$ cat config.mk
export PLATFORM = sky130hd
export DESIGN_NAME = lane_mode_pixel_distributor
export DESIGN_NICKNAME = d
export VERILOG_FILES = /design/src/lane_mode_pkg.sv /design/src/lane_mode_pixel_distributor.sv
export SDC_FILE = /design/constraint.sdc
export NUM_CORES = 1
export LEC_CHECK = 0
export BUFFER_PORTS_ARGS = -buffer_cell sky130_fd_sc_hd__buf_4
export CELL_PAD_IN_SITES_DETAIL_PLACEMENT = 0
export CELL_PAD_IN_SITES_GLOBAL_PLACEMENT = 1
export CORE_AREA = 3 3 158 191
export DETAILED_ROUTE_END_ITERATION = 10
export DIE_AREA = 0 0 161 194
export GPL_TIMING_DRIVEN = 0
export PLACE_DENSITY = 0.92
export SETUP_SLACK_MARGIN = 0.2
export SLEW_MARGIN = 15
export SYNTH_ARGS = -nofsm -noshare
export SYNTH_HDL_FRONTEND = slang
export SYNTH_SLANG_ARGS = --single-unit
$ cat constraint.sdc
create_clock -name clk -period 4.2 [get_ports clk]
set_input_delay 0.84 -clock clk [delete_from_list [all_inputs] [get_ports clk]]
set_output_delay 0.84 -clock clk [all_outputs]
set_load 0.01 [all_outputs]
$ cat src/lane_mode_pkg.sv
// constants, field layouts and carrier types for the lane mode pixel distributor
// assumes a 20 MHz system clock and a slow recovered pixel clock sampled as data
package lane_mode_pkg;

  // -------------------------------------------------------------------
  // register map, byte offsets on an 8-bit register port
  // -------------------------------------------------------------------
  localparam logic [7:0] ADDR_LINK = 8'h23;
  localparam logic [7:0] ADDR_LANE = 8'h34;
  localparam logic [7:0] ADDR_STAT = 8'h35;
  localparam logic [7:0] ADDR_PMAX = 8'h36;
  localparam logic [7:0] ADDR_PMIN = 8'h37;
  localparam logic [7:0] ADDR_OUT = 8'h49;

  // field positions
  localparam int LINK_LVL_LSB = 2;
  localparam int LINK_FAST_BIT = 3;
  localparam int LINK_COAX_BIT = 2;
  localparam int LANE_OVR_LSB = 3;
  localparam int OUT_MAP_BIT = 2;
  localparam int OUT_B24_BIT = 3;

  // values after reset
  localparam logic [7:0] LINK_RST = 8'h00;
  localparam logic [7:0] LANE_RST = 8'h00;
  localparam logic [7:0] OUT_RST = 8'h08;

  // output format and lane override codes
  localparam logic [1:0] FMT_DUAL = 2'h0;
  localparam logic [1:0] FMT_SWAP = 2'h1;
  localparam logic [1:0] FMT_SINGLE = 2'h2;
  localparam logic [1:0] FMT_REPL = 2'h3;
  localparam logic [1:0] LANE_FORCE1 = 2'h1;
  localparam logic [1:0] LANE_FORCE2 = 2'h2;

  // output clock rate codes, relative to the pixel clock
  localparam logic [1:0] RATE_OFF = 2'h0;
  localparam logic [1:0] RATE_HALF = 2'h1;
  localparam logic [1:0] RATE_SAME = 2'h2;
  localparam logic [1:0] RATE_DOUBLE = 2'h3;

  // pixel clock limits in MHz
  localparam logic [7:0] PCLK_MAX_SINGLE = 8'd96;
  localparam logic [7:0] PCLK_MAX_DUAL = 8'd192;
  localparam logic [7:0] PCLK_MIN_1L_SINGLE = 8'd25;
  localparam logic [7:0] PCLK_MIN_OTHER = 8'd50;

  // widths and the 2-high 3-low 2-high clock shape of one frame
  localparam int SYM_W = 35;
  localparam int FRAME_W = 28;
  localparam int LANE_BITS = 7;
  localparam logic [6:0] CLK_PAT = 7'h63;
  localparam logic [1:0] STRAP_WAIT = 2'h2;

  typedef enum logic {PH_ODD, PH_EVEN} phase_t;

  typedef struct packed {
    logic de;
    logic vs;
    logic hs;
    logic [23:0] rgb;
  } pixel_t;

  typedef struct packed {
    logic [FRAME_W-1:0] odd;
    logic [FRAME_W-1:0] even;
    logic strobe;
    logic [6:0] first_output_clock_pat;
    logic [6:0] second_output_clock_pat;
    logic [1:0] first_output_clock_rate;
    logic [1:0] second_output_clock_rate;
  } lvds_out_t;

  typedef struct packed {
    logic map_sel;
    logic bpp24;
    logic fast_bc;
    logic coax;
    logic two_lanes;
  } cfg_t;

  typedef struct packed {
    logic pclk_m;
    logic pclk_s;
    logic pclk_d;
    logic [SYM_W-1:0] l0_m;
    logic [SYM_W-1:0] l0_s;
    logic [SYM_W-1:0] l1_m;
    logic [SYM_W-1:0] l1_s;
    logic l1ok_m;
    logic l1ok_s;
    logic [2:0] out_m;
    logic [2:0] out_s;
    logic [2:0] link_m;
    logic [2:0] link_s;
    logic [1:0] strap_cnt;
    logic strap_done;
    logic [7:0] link_reg;
    logic [7:0] lane_reg;
    logic [7:0] out_reg;
    logic [7:0] rdata;
    logic [7:0] pmax;
    logic [7:0] pmin;
    phase_t phase;
    logic de_d;
    logic [FRAME_W-1:0] hold;
    logic [FRAME_W-1:0] pend_frame;
    logic pend;
    lvds_out_t out;
    cfg_t cfg;
  } state_t;

endpackage : lane_mode_pkg

$ cat src/lane_mode_pixel_distributor.sv
// lane mode pixel distributor: strap and register mode select, pixel routing
// assumes pixel clock and lane symbols arrive from another domain, slow vs clk
//
// The plain strobed port and the placing of the registers were left to the implementer.
`timescale 1ns/1ps

module lane_mode_pixel_distributor (
  // clock and reset
  input wire logic clk,
  input wire logic reset,
  // recovered pixel stream
  input wire logic pclk_in,
  input wire logic [lane_mode_pkg::SYM_W-1:0] lane0_symbol,
  input wire logic [lane_mode_pkg::SYM_W-1:0] lane1_symbol,
  input wire logic lane1_present,
  // straps
  input wire logic [2:0] output_mode_strap,
  input wire logic [2:0] link_mode_strap,
  // register port
  input wire logic [7:0] addr,
  input wire logic [7:0] wdata,
  input wire logic wr,
  input wire logic rd,
  output logic [7:0] rdata,
  // display side
  output lane_mode_pkg::lvds_out_t lvds_display_output,
  output lane_mode_pkg::cfg_t cfg
);
  import lane_mode_pkg::*;
  state_t r, n;

  // -------------------------------------------------------------------
  // colour packing into one 28-bit frame
  // -------------------------------------------------------------------
  // with b24 set, msb3 high puts the colour msbs on the fourth lane, low puts lsbs there; b24 clear puts zeros there
  function automatic logic [FRAME_W-1:0] pack_frame(pixel_t p, logic b24,
                                                    logic msb3);
    logic hi;
    logic [5:0] r6, g6, b6;
    logic [1:0] rx, gx, bx;
    hi = b24 && msb3;
    r6 = hi ? p.rgb[21:16] : p.rgb[23:18];
    g6 = hi ? p.rgb[13:8] : p.rgb[15:10];
    b6 = hi ? p.rgb[5:0] : p.rgb[7:2];
    rx = hi ? p.rgb[23:22] : (b24 ? p.rgb[17:16] : 2'h0);
    gx = hi ? p.rgb[15:14] : (b24 ? p.rgb[9:8] : 2'h0);
    bx = hi ? p.rgb[7:6] : (b24 ? p.rgb[1:0] : 2'h0);
    return {1'b0, rx, gx, bx, p.de, p.vs, p.hs, b6, g6, r6};
  endfunction : pack_frame

  // -------------------------------------------------------------------
  // mode decode from the live registers
  // -------------------------------------------------------------------
  logic [1:0] fmt;
  logic two, dual, swap, repl, pedge, rise;
  pixel_t p0, p1;
  logic [FRAME_W-1:0] f0, f1;

  always_comb
  begin
    fmt = r.out_reg[1:0];
    dual = (fmt == FMT_DUAL) || (fmt == FMT_SWAP);
    swap = (fmt == FMT_SWAP);
    repl = (fmt == FMT_REPL);
    case (r.lane_reg[LANE_OVR_LSB+:2])
      LANE_FORCE1: two = 1'b0;
      LANE_FORCE2: two = 1'b1;
      default: two = r.l1ok_s;
    endcase
    // pixel fields sit in the low bits of each recovered symbol
    p0 = pixel_t'(r.l0_s[26:0]);
    p1 = pixel_t'(r.l1_s[26:0]);
    f0 = pack_frame(p0, r.out_reg[OUT_B24_BIT], r.out_reg[OUT_MAP_BIT]);
    f1 = pack_frame(p1, r.out_reg[OUT_B24_BIT], r.out_reg[OUT_MAP_BIT]);
    pedge = r.pclk_s && !r.pclk_d;
    rise = p0.de && !r.de_d;
  end

  // -------------------------------------------------------------------
  // next state
  // -------------------------------------------------------------------
  always_comb
  begin
    n = r;
    n.out.strobe = 1'b0;
    n.rdata = 8'h00;
    // two flops on every foreign input
    n.pclk_m = pclk_in;
    n.pclk_s = r.pclk_m;
    n.pclk_d = r.pclk_s;
    n.l0_m = lane0_symbol;
    n.l0_s = r.l0_m;
    n.l1_m = lane1_symbol;
    n.l1_s = r.l1_m;
    n.l1ok_m = lane1_present;
    n.l1ok_s = r.l1ok_m;
    n.out_m = output_mode_strap;
    n.out_s = r.out_m;
    n.link_m = link_mode_strap;
    n.link_s = r.link_m;

    // straps caught once, after the synchronisers have filled
    if (!r.strap_done)
    begin
      n.strap_cnt = r.strap_cnt + 2'h1;
      if (r.strap_cnt == STRAP_WAIT)
      begin
        n.strap_done = 1'b1;
        n.link_reg[LINK_LVL_LSB+:3] = r.link_s;
        n.out_reg[2:0] = r.out_s;
      end
    end

    // a write in the capture cycle still wins over the strap
    if (wr)
    begin
      case (addr)
        ADDR_LINK: n.link_reg = wdata;
        ADDR_LANE: n.lane_reg = wdata;
        ADDR_OUT: n.out_reg = wdata;
        default: ;
      endcase
    end
    if (rd)
    begin
      case (addr)
        ADDR_LINK: n.rdata = r.link_reg;
        ADDR_LANE: n.rdata = r.lane_reg;
        ADDR_OUT: n.rdata = r.out_reg;
        ADDR_STAT: n.rdata = {3'h0, r.out.second_output_clock_rate, r.out.first_output_clock_rate,
                              r.cfg.two_lanes};
        ADDR_PMAX: n.rdata = r.pmax;
        ADDR_PMIN: n.rdata = r.pmin;
        default: n.rdata = 8'h00;
      endcase
    end

    n.cfg.map_sel = r.out_reg[OUT_MAP_BIT];
    n.cfg.bpp24 = r.out_reg[OUT_B24_BIT];
    n.cfg.fast_bc = r.link_reg[LINK_FAST_BIT];
    n.cfg.coax = r.link_reg[LINK_COAX_BIT];
    n.cfg.two_lanes = two;

    // output clock rates and allowed pixel clock range per path
    if (dual)
    begin
      n.out.first_output_clock_rate = RATE_HALF;
      n.out.second_output_clock_rate = RATE_HALF;
      n.pmax = two ? PCLK_MAX_DUAL : PCLK_MAX_SINGLE;
      n.pmin = PCLK_MIN_OTHER;
    end
    else if (two && !repl)
    begin
      n.out.first_output_clock_rate = RATE_DOUBLE;
      n.out.second_output_clock_rate = RATE_OFF;
      n.pmax = PCLK_MAX_DUAL;
      n.pmin = PCLK_MIN_OTHER;
    end
    else
    begin
      n.out.first_output_clock_rate = RATE_SAME;
      n.out.second_output_clock_rate = repl ? RATE_SAME : RATE_OFF;
      n.pmax = PCLK_MAX_SINGLE;
      n.pmin = PCLK_MIN_1L_SINGLE;
    end
    n.out.first_output_clock_pat = (n.out.first_output_clock_rate != RATE_OFF) ? CLK_PAT : 7'h00;
    n.out.second_output_clock_pat = (n.out.second_output_clock_rate != RATE_OFF) ? CLK_PAT : 7'h00;

    // pixel routing, one decision per pixel clock edge
    if (pedge)
    begin
      n.de_d = p0.de;
      n.pend = 1'b0;
      if (dual && two)
      begin
        n.out.odd = swap ? f1 : f0;
        n.out.even = swap ? f0 : f1;
        n.out.strobe = 1'b1;
        n.phase = PH_ODD;
      end
      else if (dual)
      begin
        // split restarts at each rise of active video
        if (rise || r.phase == PH_ODD)
        begin
          n.hold = f0;
          n.phase = PH_EVEN;
        end
        else
        begin
          n.out.odd = swap ? f0 : r.hold;
          n.out.even = swap ? r.hold : f0;
          n.out.strobe = 1'b1;
          n.phase = PH_ODD;
        end
      end
      else
      begin
        n.out.odd = f0;
        n.out.even = repl ? f0 : {FRAME_W{1'b0}};
        n.out.strobe = 1'b1;
        n.phase = PH_ODD;
        if (two && !repl)
        begin
          // second lane's pixel follows in the next frame slot
          n.pend = 1'b1;
          n.pend_frame = f1;
        end
      end
    end
    else if (r.pend)
    begin
      n.out.odd = r.pend_frame;
      n.out.even = {FRAME_W{1'b0}};
      n.out.strobe = 1'b1;
      n.pend = 1'b0;
    end
  end

  // -------------------------------------------------------------------
  // state register
  // -------------------------------------------------------------------
  always_ff @(posedge clk)
  begin
    if (reset)
    begin
      r <= '0;
      r.link_reg <= LINK_RST;
      r.lane_reg <= LANE_RST;
      r.out_reg <= OUT_RST;
      r.phase <= PH_ODD;
    end
    else
    begin
      r <= n;
    end
  end
  assign rdata = r.rdata;
  assign lvds_display_output = r.out;
  assign cfg = r.cfg;

  // -------------------------------------------------------------------
  // checks
  // -------------------------------------------------------------------
  property p_strap_load;
    @(posedge clk) disable iff (reset)
      $rose(r.strap_done) && !$past(wr) |-> r.out_reg[2:0] == $past(r.out_s)
        && r.link_reg[4:2] == $past(r.link_s);
  endproperty
  a_strap_load: assert property (p_strap_load)
    else $error("straps not captured on release");
  property p_strap_once;
    @(posedge clk) disable iff (reset)
      r.strap_done && !wr |=> $stable(r.out_reg) && $stable(r.link_reg);
  endproperty
  a_strap_once: assert property (p_strap_once)
    else $error("mode changed without a write");
  property p_lane_force;
    @(posedge clk) disable iff (reset)
      r.lane_reg[4:3] == LANE_FORCE1 && !wr |=> ##1 !r.cfg.two_lanes;
  endproperty
  a_lane_force: assert property (p_lane_force)
    else $error("lane override ignored");
  property p_dual_clk;
    @(posedge clk) disable iff (reset)
      r.out_reg[1] == 1'b0 && !wr [*2] |=> r.out.first_output_clock_rate == RATE_HALF
        && r.out.second_output_clock_rate == RATE_HALF && r.out.second_output_clock_pat == CLK_PAT;
  endproperty
  a_dual_clk: assert property (p_dual_clk)
    else $error("dual link clocks not at half rate");
  property p_split_start;
    @(posedge clk) disable iff (reset)
      pedge && dual && !two && rise |=> r.phase == PH_EVEN && !r.out.strobe
        && r.hold == $past(f0);
  endproperty
  a_split_start: assert property (p_split_start)
    else $error("first active pixel not taken as odd");
  property p_odd_lanes;
    @(posedge clk) disable iff (reset)
      pedge && dual && !swap && !two && r.phase == PH_EVEN && !rise
        |=> r.out.strobe && r.out.odd == $past(r.hold) && r.out.even == $past(f0);
  endproperty
  a_odd_lanes: assert property (p_odd_lanes)
    else $error("odd/even lane groups misplaced");
  property p_swap;
    @(posedge clk) disable iff (reset)
      pedge && dual && swap && two |=> r.out.odd == $past(f1)
        && r.out.even == $past(f0);
  endproperty
  a_swap: assert property (p_swap)
    else $error("swapped mode did not exchange groups");
  property p_double_rate;
    @(posedge clk) disable iff (reset)
      pedge && !dual && two && !repl |=> r.out.strobe ##1 r.out.strobe
        && r.out.odd == $past(f1, 2);
  endproperty
  a_double_rate: assert property (p_double_rate)
    else $error("second lane frame missing");
  property p_replicate;
    @(posedge clk) disable iff (reset)
      r.out.strobe && r.out.second_output_clock_rate == RATE_SAME |-> r.out.even == r.out.odd;
  endproperty
  a_replicate: assert property (p_replicate)
    else $error("replicate copy differs");
  property p_clk_shape;
    @(posedge clk) disable iff (reset)
      r.out.first_output_clock_rate != RATE_OFF |-> r.out.first_output_clock_pat == 7'h63;
  endproperty
  a_clk_shape: assert property (p_clk_shape)
    else $error("output clock shape wrong");
  property p_read;
    @(posedge clk) disable iff (reset)
      rd && addr == ADDR_OUT && !$past(wr) |=> rdata == $past(r.out_reg, 1) ##1
        ($past(rd) || rdata == 8'h00);
  endproperty
  a_read: assert property (p_read)
    else $error("read data not in the cycle after the strobe");

endmodule : lane_mode_pixel_distributor

==> summary.md, run 1 <==
| Metric | Value |
|---|---|
| RSZ-0062 raised after global routing | `no` |
| Startpoint types | `flip-flop` |
| Final Cycle Share | `70.5%` |
| Most frequent cells in the layout | `287 x dfxtp_1, 254 x buf_4, 146 x nand2_1, 137 x nor2_1, 137 x nor2b_1` |
| Number of global-route vias before repair | `11700` |
| Pwr dens | `388 nW/um2` |
| First-pass DRT Iterations | `8` |
| Postcts setup bufs | `0` |
| Vias | `11800` |
| Synthesized area | `13300 um2` |
| Worst Skew | `8.51 ps` |
| Ant. Diodes | `0` |
| Crit-path cells | `inv_1 > ha_1 > mux2i_4 > o2111ai_2 > o21ai_0 > clkbuf_1 > a22oi_1 > a21oi_1` |
| Main area contributors after synthesis | `dfxtp_1 43%, nor2b_1 6.4%, buf_4 5.3%` |
| I/O pins | `186` |
| Max-Cap Viols | `0` |
| Die Span X | `161 um` |
| Die area | `31200 um2` |
| Commonest non-fill, non-tap cell in the layout | `dfxtp_1` |
| GRT Overall Usage | `27.5%` |
| Clk root buf | `clkbuf_16` |
| Reg clk slew, reported paths | `70 ps` |
| Rel. slew slack | `34.1%` |
| CTS tree | `done` |
| Post-synth top area share | `43.1%` |
| Num CTS Buffers | `28` |
| VDD IR-drop max | `0.279 mV` |
| Grt total ovfl | `0` |
| Critical path type | `reg -> reg` |
| CP endpoint kind | `flip-flop` |
| Sequential-to-total area share from yosys stat | `43.1%` |
| Asr flop ratio synth | `0%` |
| Yosys warnings | `0` |
| Syn-to-layout area delta | `20.3%` |
| Core area | `28600 um2` |
| Share of layout cells above drive strength 1 | `22.4%` |
| TNS Setup | `0 ps` |
| Detailed placement HPWL | `34.7 mm` |
| CTS sink cnt | `287` |
| Top_reg_cell synth | `dfxtp_1` |
| # setup viols final | `0` |
| DIE HEIGHT | `194 um` |
| CP max-delay cell | `clkbuf_1` |
| Slew Viols, Final | `0` |
| Largest net degree at the start of global routing | `17` |
| Remaining DRCs | `0` |
| # port buffers | `160` |
| Part of the power in registers | `46.3%` |
| Tightest Pin Transition | `980 ps` |
| Final count of hold timing violations | `0` |
| Switch Pwr | `1570 uW` |
| Cell family with most CP delay | `compound AO/OA/AOI/OAI gates` |
| Peak per-stage delay on the critical path | `580 ps` |
| Critical path buffer and inverter count | `2` |
| Post-Syn Area per Cell | `8.80 um2` |
| Via-to-Cell Ratio | `5.59` |
| Count of different cell masters after synthesis | `62` |
| Fin util | `56.1%` |
| Synth Register Bits | `287` |
| Clock network fraction of total power | `42.9%` |
| First-pass GRT wire length | `68.0 mm` |
| Leak | `0.00616 uW` |
| Fin nets | `1812` |
| H-tree depth | `1` |
| Later-pin clock latency in the skew report | `550 ps` |
| Crit-path max FO | `10` |
| Antenna viol nets, final | `0` |
| Syn Inst Count | `1515` |
| Initial antenna violation count | `0` |
| Row count | `68` |
| Yosys top cell by area | `dfxtp_1` |
| Min-delay worst type | `reg -> reg` |
| Net Sw Frac | `25.2%` |
| Comb power frac | `10.8%` |
| EDFF count, synth | `0` |
| Routed wire length | `44.1 mm` |
| Fmax | `338 MHz` |
| Crit path required time | `4680 ps` |
| Status | `finished clean` |
| Clock period minus worst slack | `2960 ps` |
| GPL Wtd Cong | `0.978` |
| Crit path arrival time | `3440 ps` |
| Drt wl/cell | `20.8 um` |
| Hold_buf cts | `0` |
| Post-cts sizing count | `0` |
| Cell internal pwr | `4650 uW` |
| Starting density of the core | `46.6%` |
| Violation count after the first detailed-route iteration | `948` |
| Clock tree buffer depth | `3` |
-- stage by stage --
step                total power (uW)  setup WS (ps)  instances  hold slack [ps]  instance area [um2]
finish                          6220           1240       2119              427                16000
floorplan                       3330           1930       1522              414                13400
global route                    6420           1010       2119              450                16000
CTS                             6250           1230       2119              430                16000
detailed placement              3600           1270       2067              420                15000
global placement                3590           1300       2067              418                15000
-- synthesized netlist by cell type (3+ instances only) --
master     number
mux2_2         17
a2111o_1       16
o22a_1          5
a2111oi_1       5
o221ai_1        6
and2_1         22
nand3_1        67
buf_4          94
dfxtp_1       287
a21oi_1        62
o32a_1          3
a32o_1          3
nand2b_1        5
a32oi_1        14
nor2b_1       137
nor2_1        137
nand4_1         4
nand2_1       146
a311oi_1       16
inv_1           8
a211oi_1       62
nor3b_1         3
o21ai_0        45
a21bo_2        16
clkbuf_1       78
a22o_1          3
o32ai_1        16
mux2i_1        68
nand3b_1       16
buf_1           8
a22oi_1        20
buf_2          37
a2111oi_0      16
o211ai_1       24
o22ai_1         5
nor3_1          8
o31ai_1         4
-- kinds of logic after synthesis --
| group | after synthesis | synth area share (%) |
|---|---|---|
| compound gates | 356 | 19.9 |
| xor+xnor | 1 | 0.0657 |
| fa+ha+maj | 2 | 0.188 |
| buf+inv | 227 | 9.50 |
| flops | 287 | 43.1 |
| mux | 86 | 6.71 |
| other cells | 1 | 0.0281 |
| simple gates | 555 | 20.4 |
-- routing by layer --
layer  GRT usage, %  up-vias  wire [um]
met3           4.19       97       3460
met4           8.80        0       1540
met2           45.8      542      20400
met5              0        -          0
met1           36.6     5533      18700
li1               -     5670          -
-- final timing paths --
check,slack (ps),end,cells after the start,from
setup / recovery,1240,lvds_display_output[73]$_SDFFE_PP0P_,8,r[174]$_SDFFE_PP0P_
hold / removal,430,p0[16]$_SDFF_PP0_,1,n[290]$_SDFF_PP0_
setup reg to reg,1240,lvds_display_output[73]$_SDFFE_PP0P_,8,r[174]$_SDFFE_PP0P_
hold reg to reg,430,p0[16]$_SDFF_PP0_,1,n[290]$_SDFF_PP0_
-- area by class of cell --
type | instances | area (um2)
well taps | 385 | 482
clock inverters | 20 | 234
repair buffers | 160 | 1200
fillers | 2672 | 12600
flip-flops and latches | 287 | 5750
inverters | 8 | 30.0
multi-input cells | 1008 | 6340
plain buffers | 219 | 1240
clock buffers | 32 | 757
-- power groups by stage --
stage | clock, uW | sequential [uW] | combinational, uW
floorplan | 0 | 2910 | 416
CTS | 2710 | 2870 | 667
finish | 2670 | 2880 | 674
global placement | 0 | 2930 | 657
detailed placement | 0 | 2940 | 665
global route | 2800 | 2880 | 732
-- state kept, by name, indices dropped and copies added, names as in the netlist --
signal,cells
lvds_display_output,60
f0,3
cfg,5
n,67
p0,24
r,91
p1,24
f1,3
fmt,2
rdata,8
(Power assumes the default switching activity.)
==> inputs of run 2 (changes only) <==
Settings changed: CORE_AREA 3 3 158 191 to 3 3 163 197, DIE_AREA 0 0 161 194 to 0 0 166 200, PLACE_DENSITY 0.92 to 0.88.
Clock period 4.2 ns to 3.1 ns, I/O delays scaled along.
==> summary.md, run 2 (same netlist as run 1, synthesis figures left out) <==
| Metric | Value |
|---|---|
| Grt total ovfl | `0` |
| Share of layout cells above drive strength 1 | `22.4%` |
| GPL Wtd Cong | `0.972` |
| Violation count after the first detailed-route iteration | `974` |
| Largest reg by FF count | `r` |
| Vias | `11900` |
| Tightest Pin Transition | `1020 ps` |
| Crit-path max FO | `10` |
| Routed wire length | `43.1 mm` |
| Slew Viols, Final | `0` |
| I/O pins | `186` |
| Crit path arrival time | `3130 ps` |
| Clk root buf | `clkbuf_16` |
| Placed instance area | `15000 um2` |
| Rel. slew slack | `31.2%` |
| Fin util | `52.8%` |
| Reg clk slew, reported paths | `70 ps` |
| Clock tree buffer depth | `3` |
| Status | `finished clean` |
| Commonest non-fill, non-tap cell in the layout | `dfxtp_1` |
| Startpoint types | `flip-flop` |
| Met3 Track Usage GR | `3.66%` |
| First-pass DRT Iterations | `6` |
| CP endpoint kind | `flip-flop` |
| Hold_buf cts | `0` |
| Max-Cap Viols | `0` |
| Worst Hold Margin | `264 ps` |
| CTS tree | `done` |
| Max reg flops | `91` |
| Initial antenna violation count | `0` |
| GRT busiest layer | `met2` |
| Remaining DRCs | `0` |
| Row count | `70` |
| Final Cycle Share | `87.4%` |
| Critical path type | `reg -> reg` |
| Area of the multi-input gates | `6340 um2` |
| Pwr dens | `519 nW/um2` |
| GR Util met1 | `32.8%` |
| R2R Setup Slk | `390 ps` |
| Fin nets | `1816` |
| Largest net degree at the start of global routing | `16` |
| Leak | `0.00614 uW` |
| DIE HEIGHT | `200 um` |
| Antenna viol nets, final | `0` |
| Post-route cell area | `16000 um2` |
| Ant. Diodes | `0` |
| Die Span X | `166 um` |
| H-tree depth | `1` |
| Die area | `33200 um2` |
| Drt wl/cell | `20.2 um` |
| CTS sink cnt | `287` |
| Starting density of the core | `43.8%` |
| Fmax | `369 MHz` |
| GRT Overall Usage | `25.1%` |
| Final count of hold timing violations | `0` |
| Met2 track demand over resource | `42.8%` |
| Later-pin clock latency in the skew report | `570 ps` |
| First-pass GRT wire length | `66.3 mm` |
| Detailed placement HPWL | `33.6 mm` |
| # port buffers | `160` |
| Syn-to-layout area delta | `20.4%` |
| Reg area | `5750 um2` |
| Core area | `30400 um2` |
| VDD IR-drop max | `0.378 mV` |
| TNS Setup | `0 ps` |
| # fillers | `2834` |
| Most frequent cells in the layout | `287 x dfxtp_1, 258 x buf_4, 146 x nand2_1, 137 x nor2_1, 137 x nor2b_1` |
| Worst Skew | `15.5 ps` |
| Crit path required time | `3520 ps` |
| Number of global-route vias before repair | `11500` |
| Clock period minus worst slack | `2710 ps` |
| RSZ-0062 raised after global routing | `no` |
| Min-delay worst type | `in -> reg` |
| # setup viols final | `0` |
| Num CTS Buffers | `28` |
| Via-to-Cell Ratio | `5.56` |
==> run 2: where the power goes <==
part	switching, uW	internal, uW
Clock	1460	2060
Combinational	546	367
Sequential	74.6	3820
Total	2080	6250
==> run 2: final timing paths <==
path,startpoint,end,cells past startpoint
max,r[174]$_SDFFE_PP0P_,lvds_display_output[34]$_SDFFE_PP0P_,8
min,lane0_symbol[1],n[275]$_SDFF_PP0_,2
max reg2reg,r[174]$_SDFFE_PP0P_,lvds_display_output[34]$_SDFFE_PP0P_,8
min reg2reg,n[214]$_SDFF_PP0_,p1[10]$_SDFF_PP0_,1
==> run 2: final cells by class <==
class / instances / area share, %
inverter: 8 / 0.187
buffer: 219 / 7.71
clock buffer: 37 / 4.96
multi-input combinational: 1008 / 39.5
clock inverter: 14 / 1.05
sequential: 287 / 35.8
tap: 396 / 3.09
timing repair buffer: 164 / 7.67
==> run 2: critical path: stages, from the launching register on <==
cell	delay, ps
dfxtp_1	370
inv_1	60
ha_1	350
mux2i_4	470
clkbuf_1	600
o32ai_1	240
a211oi_1	230
a2111o_1	190
a21oi_1	70
==> run 2: what timing repair did <==
| action | in CTS | in global routing |
|---|---|---|
| endpoints found under the setup margin | 3 | 12 |
| resized for setup | 1 | 0 |
| setup buffers | 0 | 4 |
| gates cloned | 0 | 0 |
| pin swaps | 1 | 2 |
==> run 2: routing by layer <==
metal | vias to the layer above | share of wire, %
met2 | 563 | 46
met5 | - | 0
li1 | 5665 | -
met4 | 0 | 3.6
met1 | 5533 | 42
met3 | 93 | 8.1
==> run 2: per-stage QoR <==
step / setup slack, ps / instances / power (uW)
detailed placement: 202 / 2078 / 4870
finish: 389 / 2133 / 8330
global placement: 196 / 2078 / 4860
CTS: 271 / 2129 / 8360
global route: 223 / 2133 / 8610
floorplan: 932 / 1522 / 4510
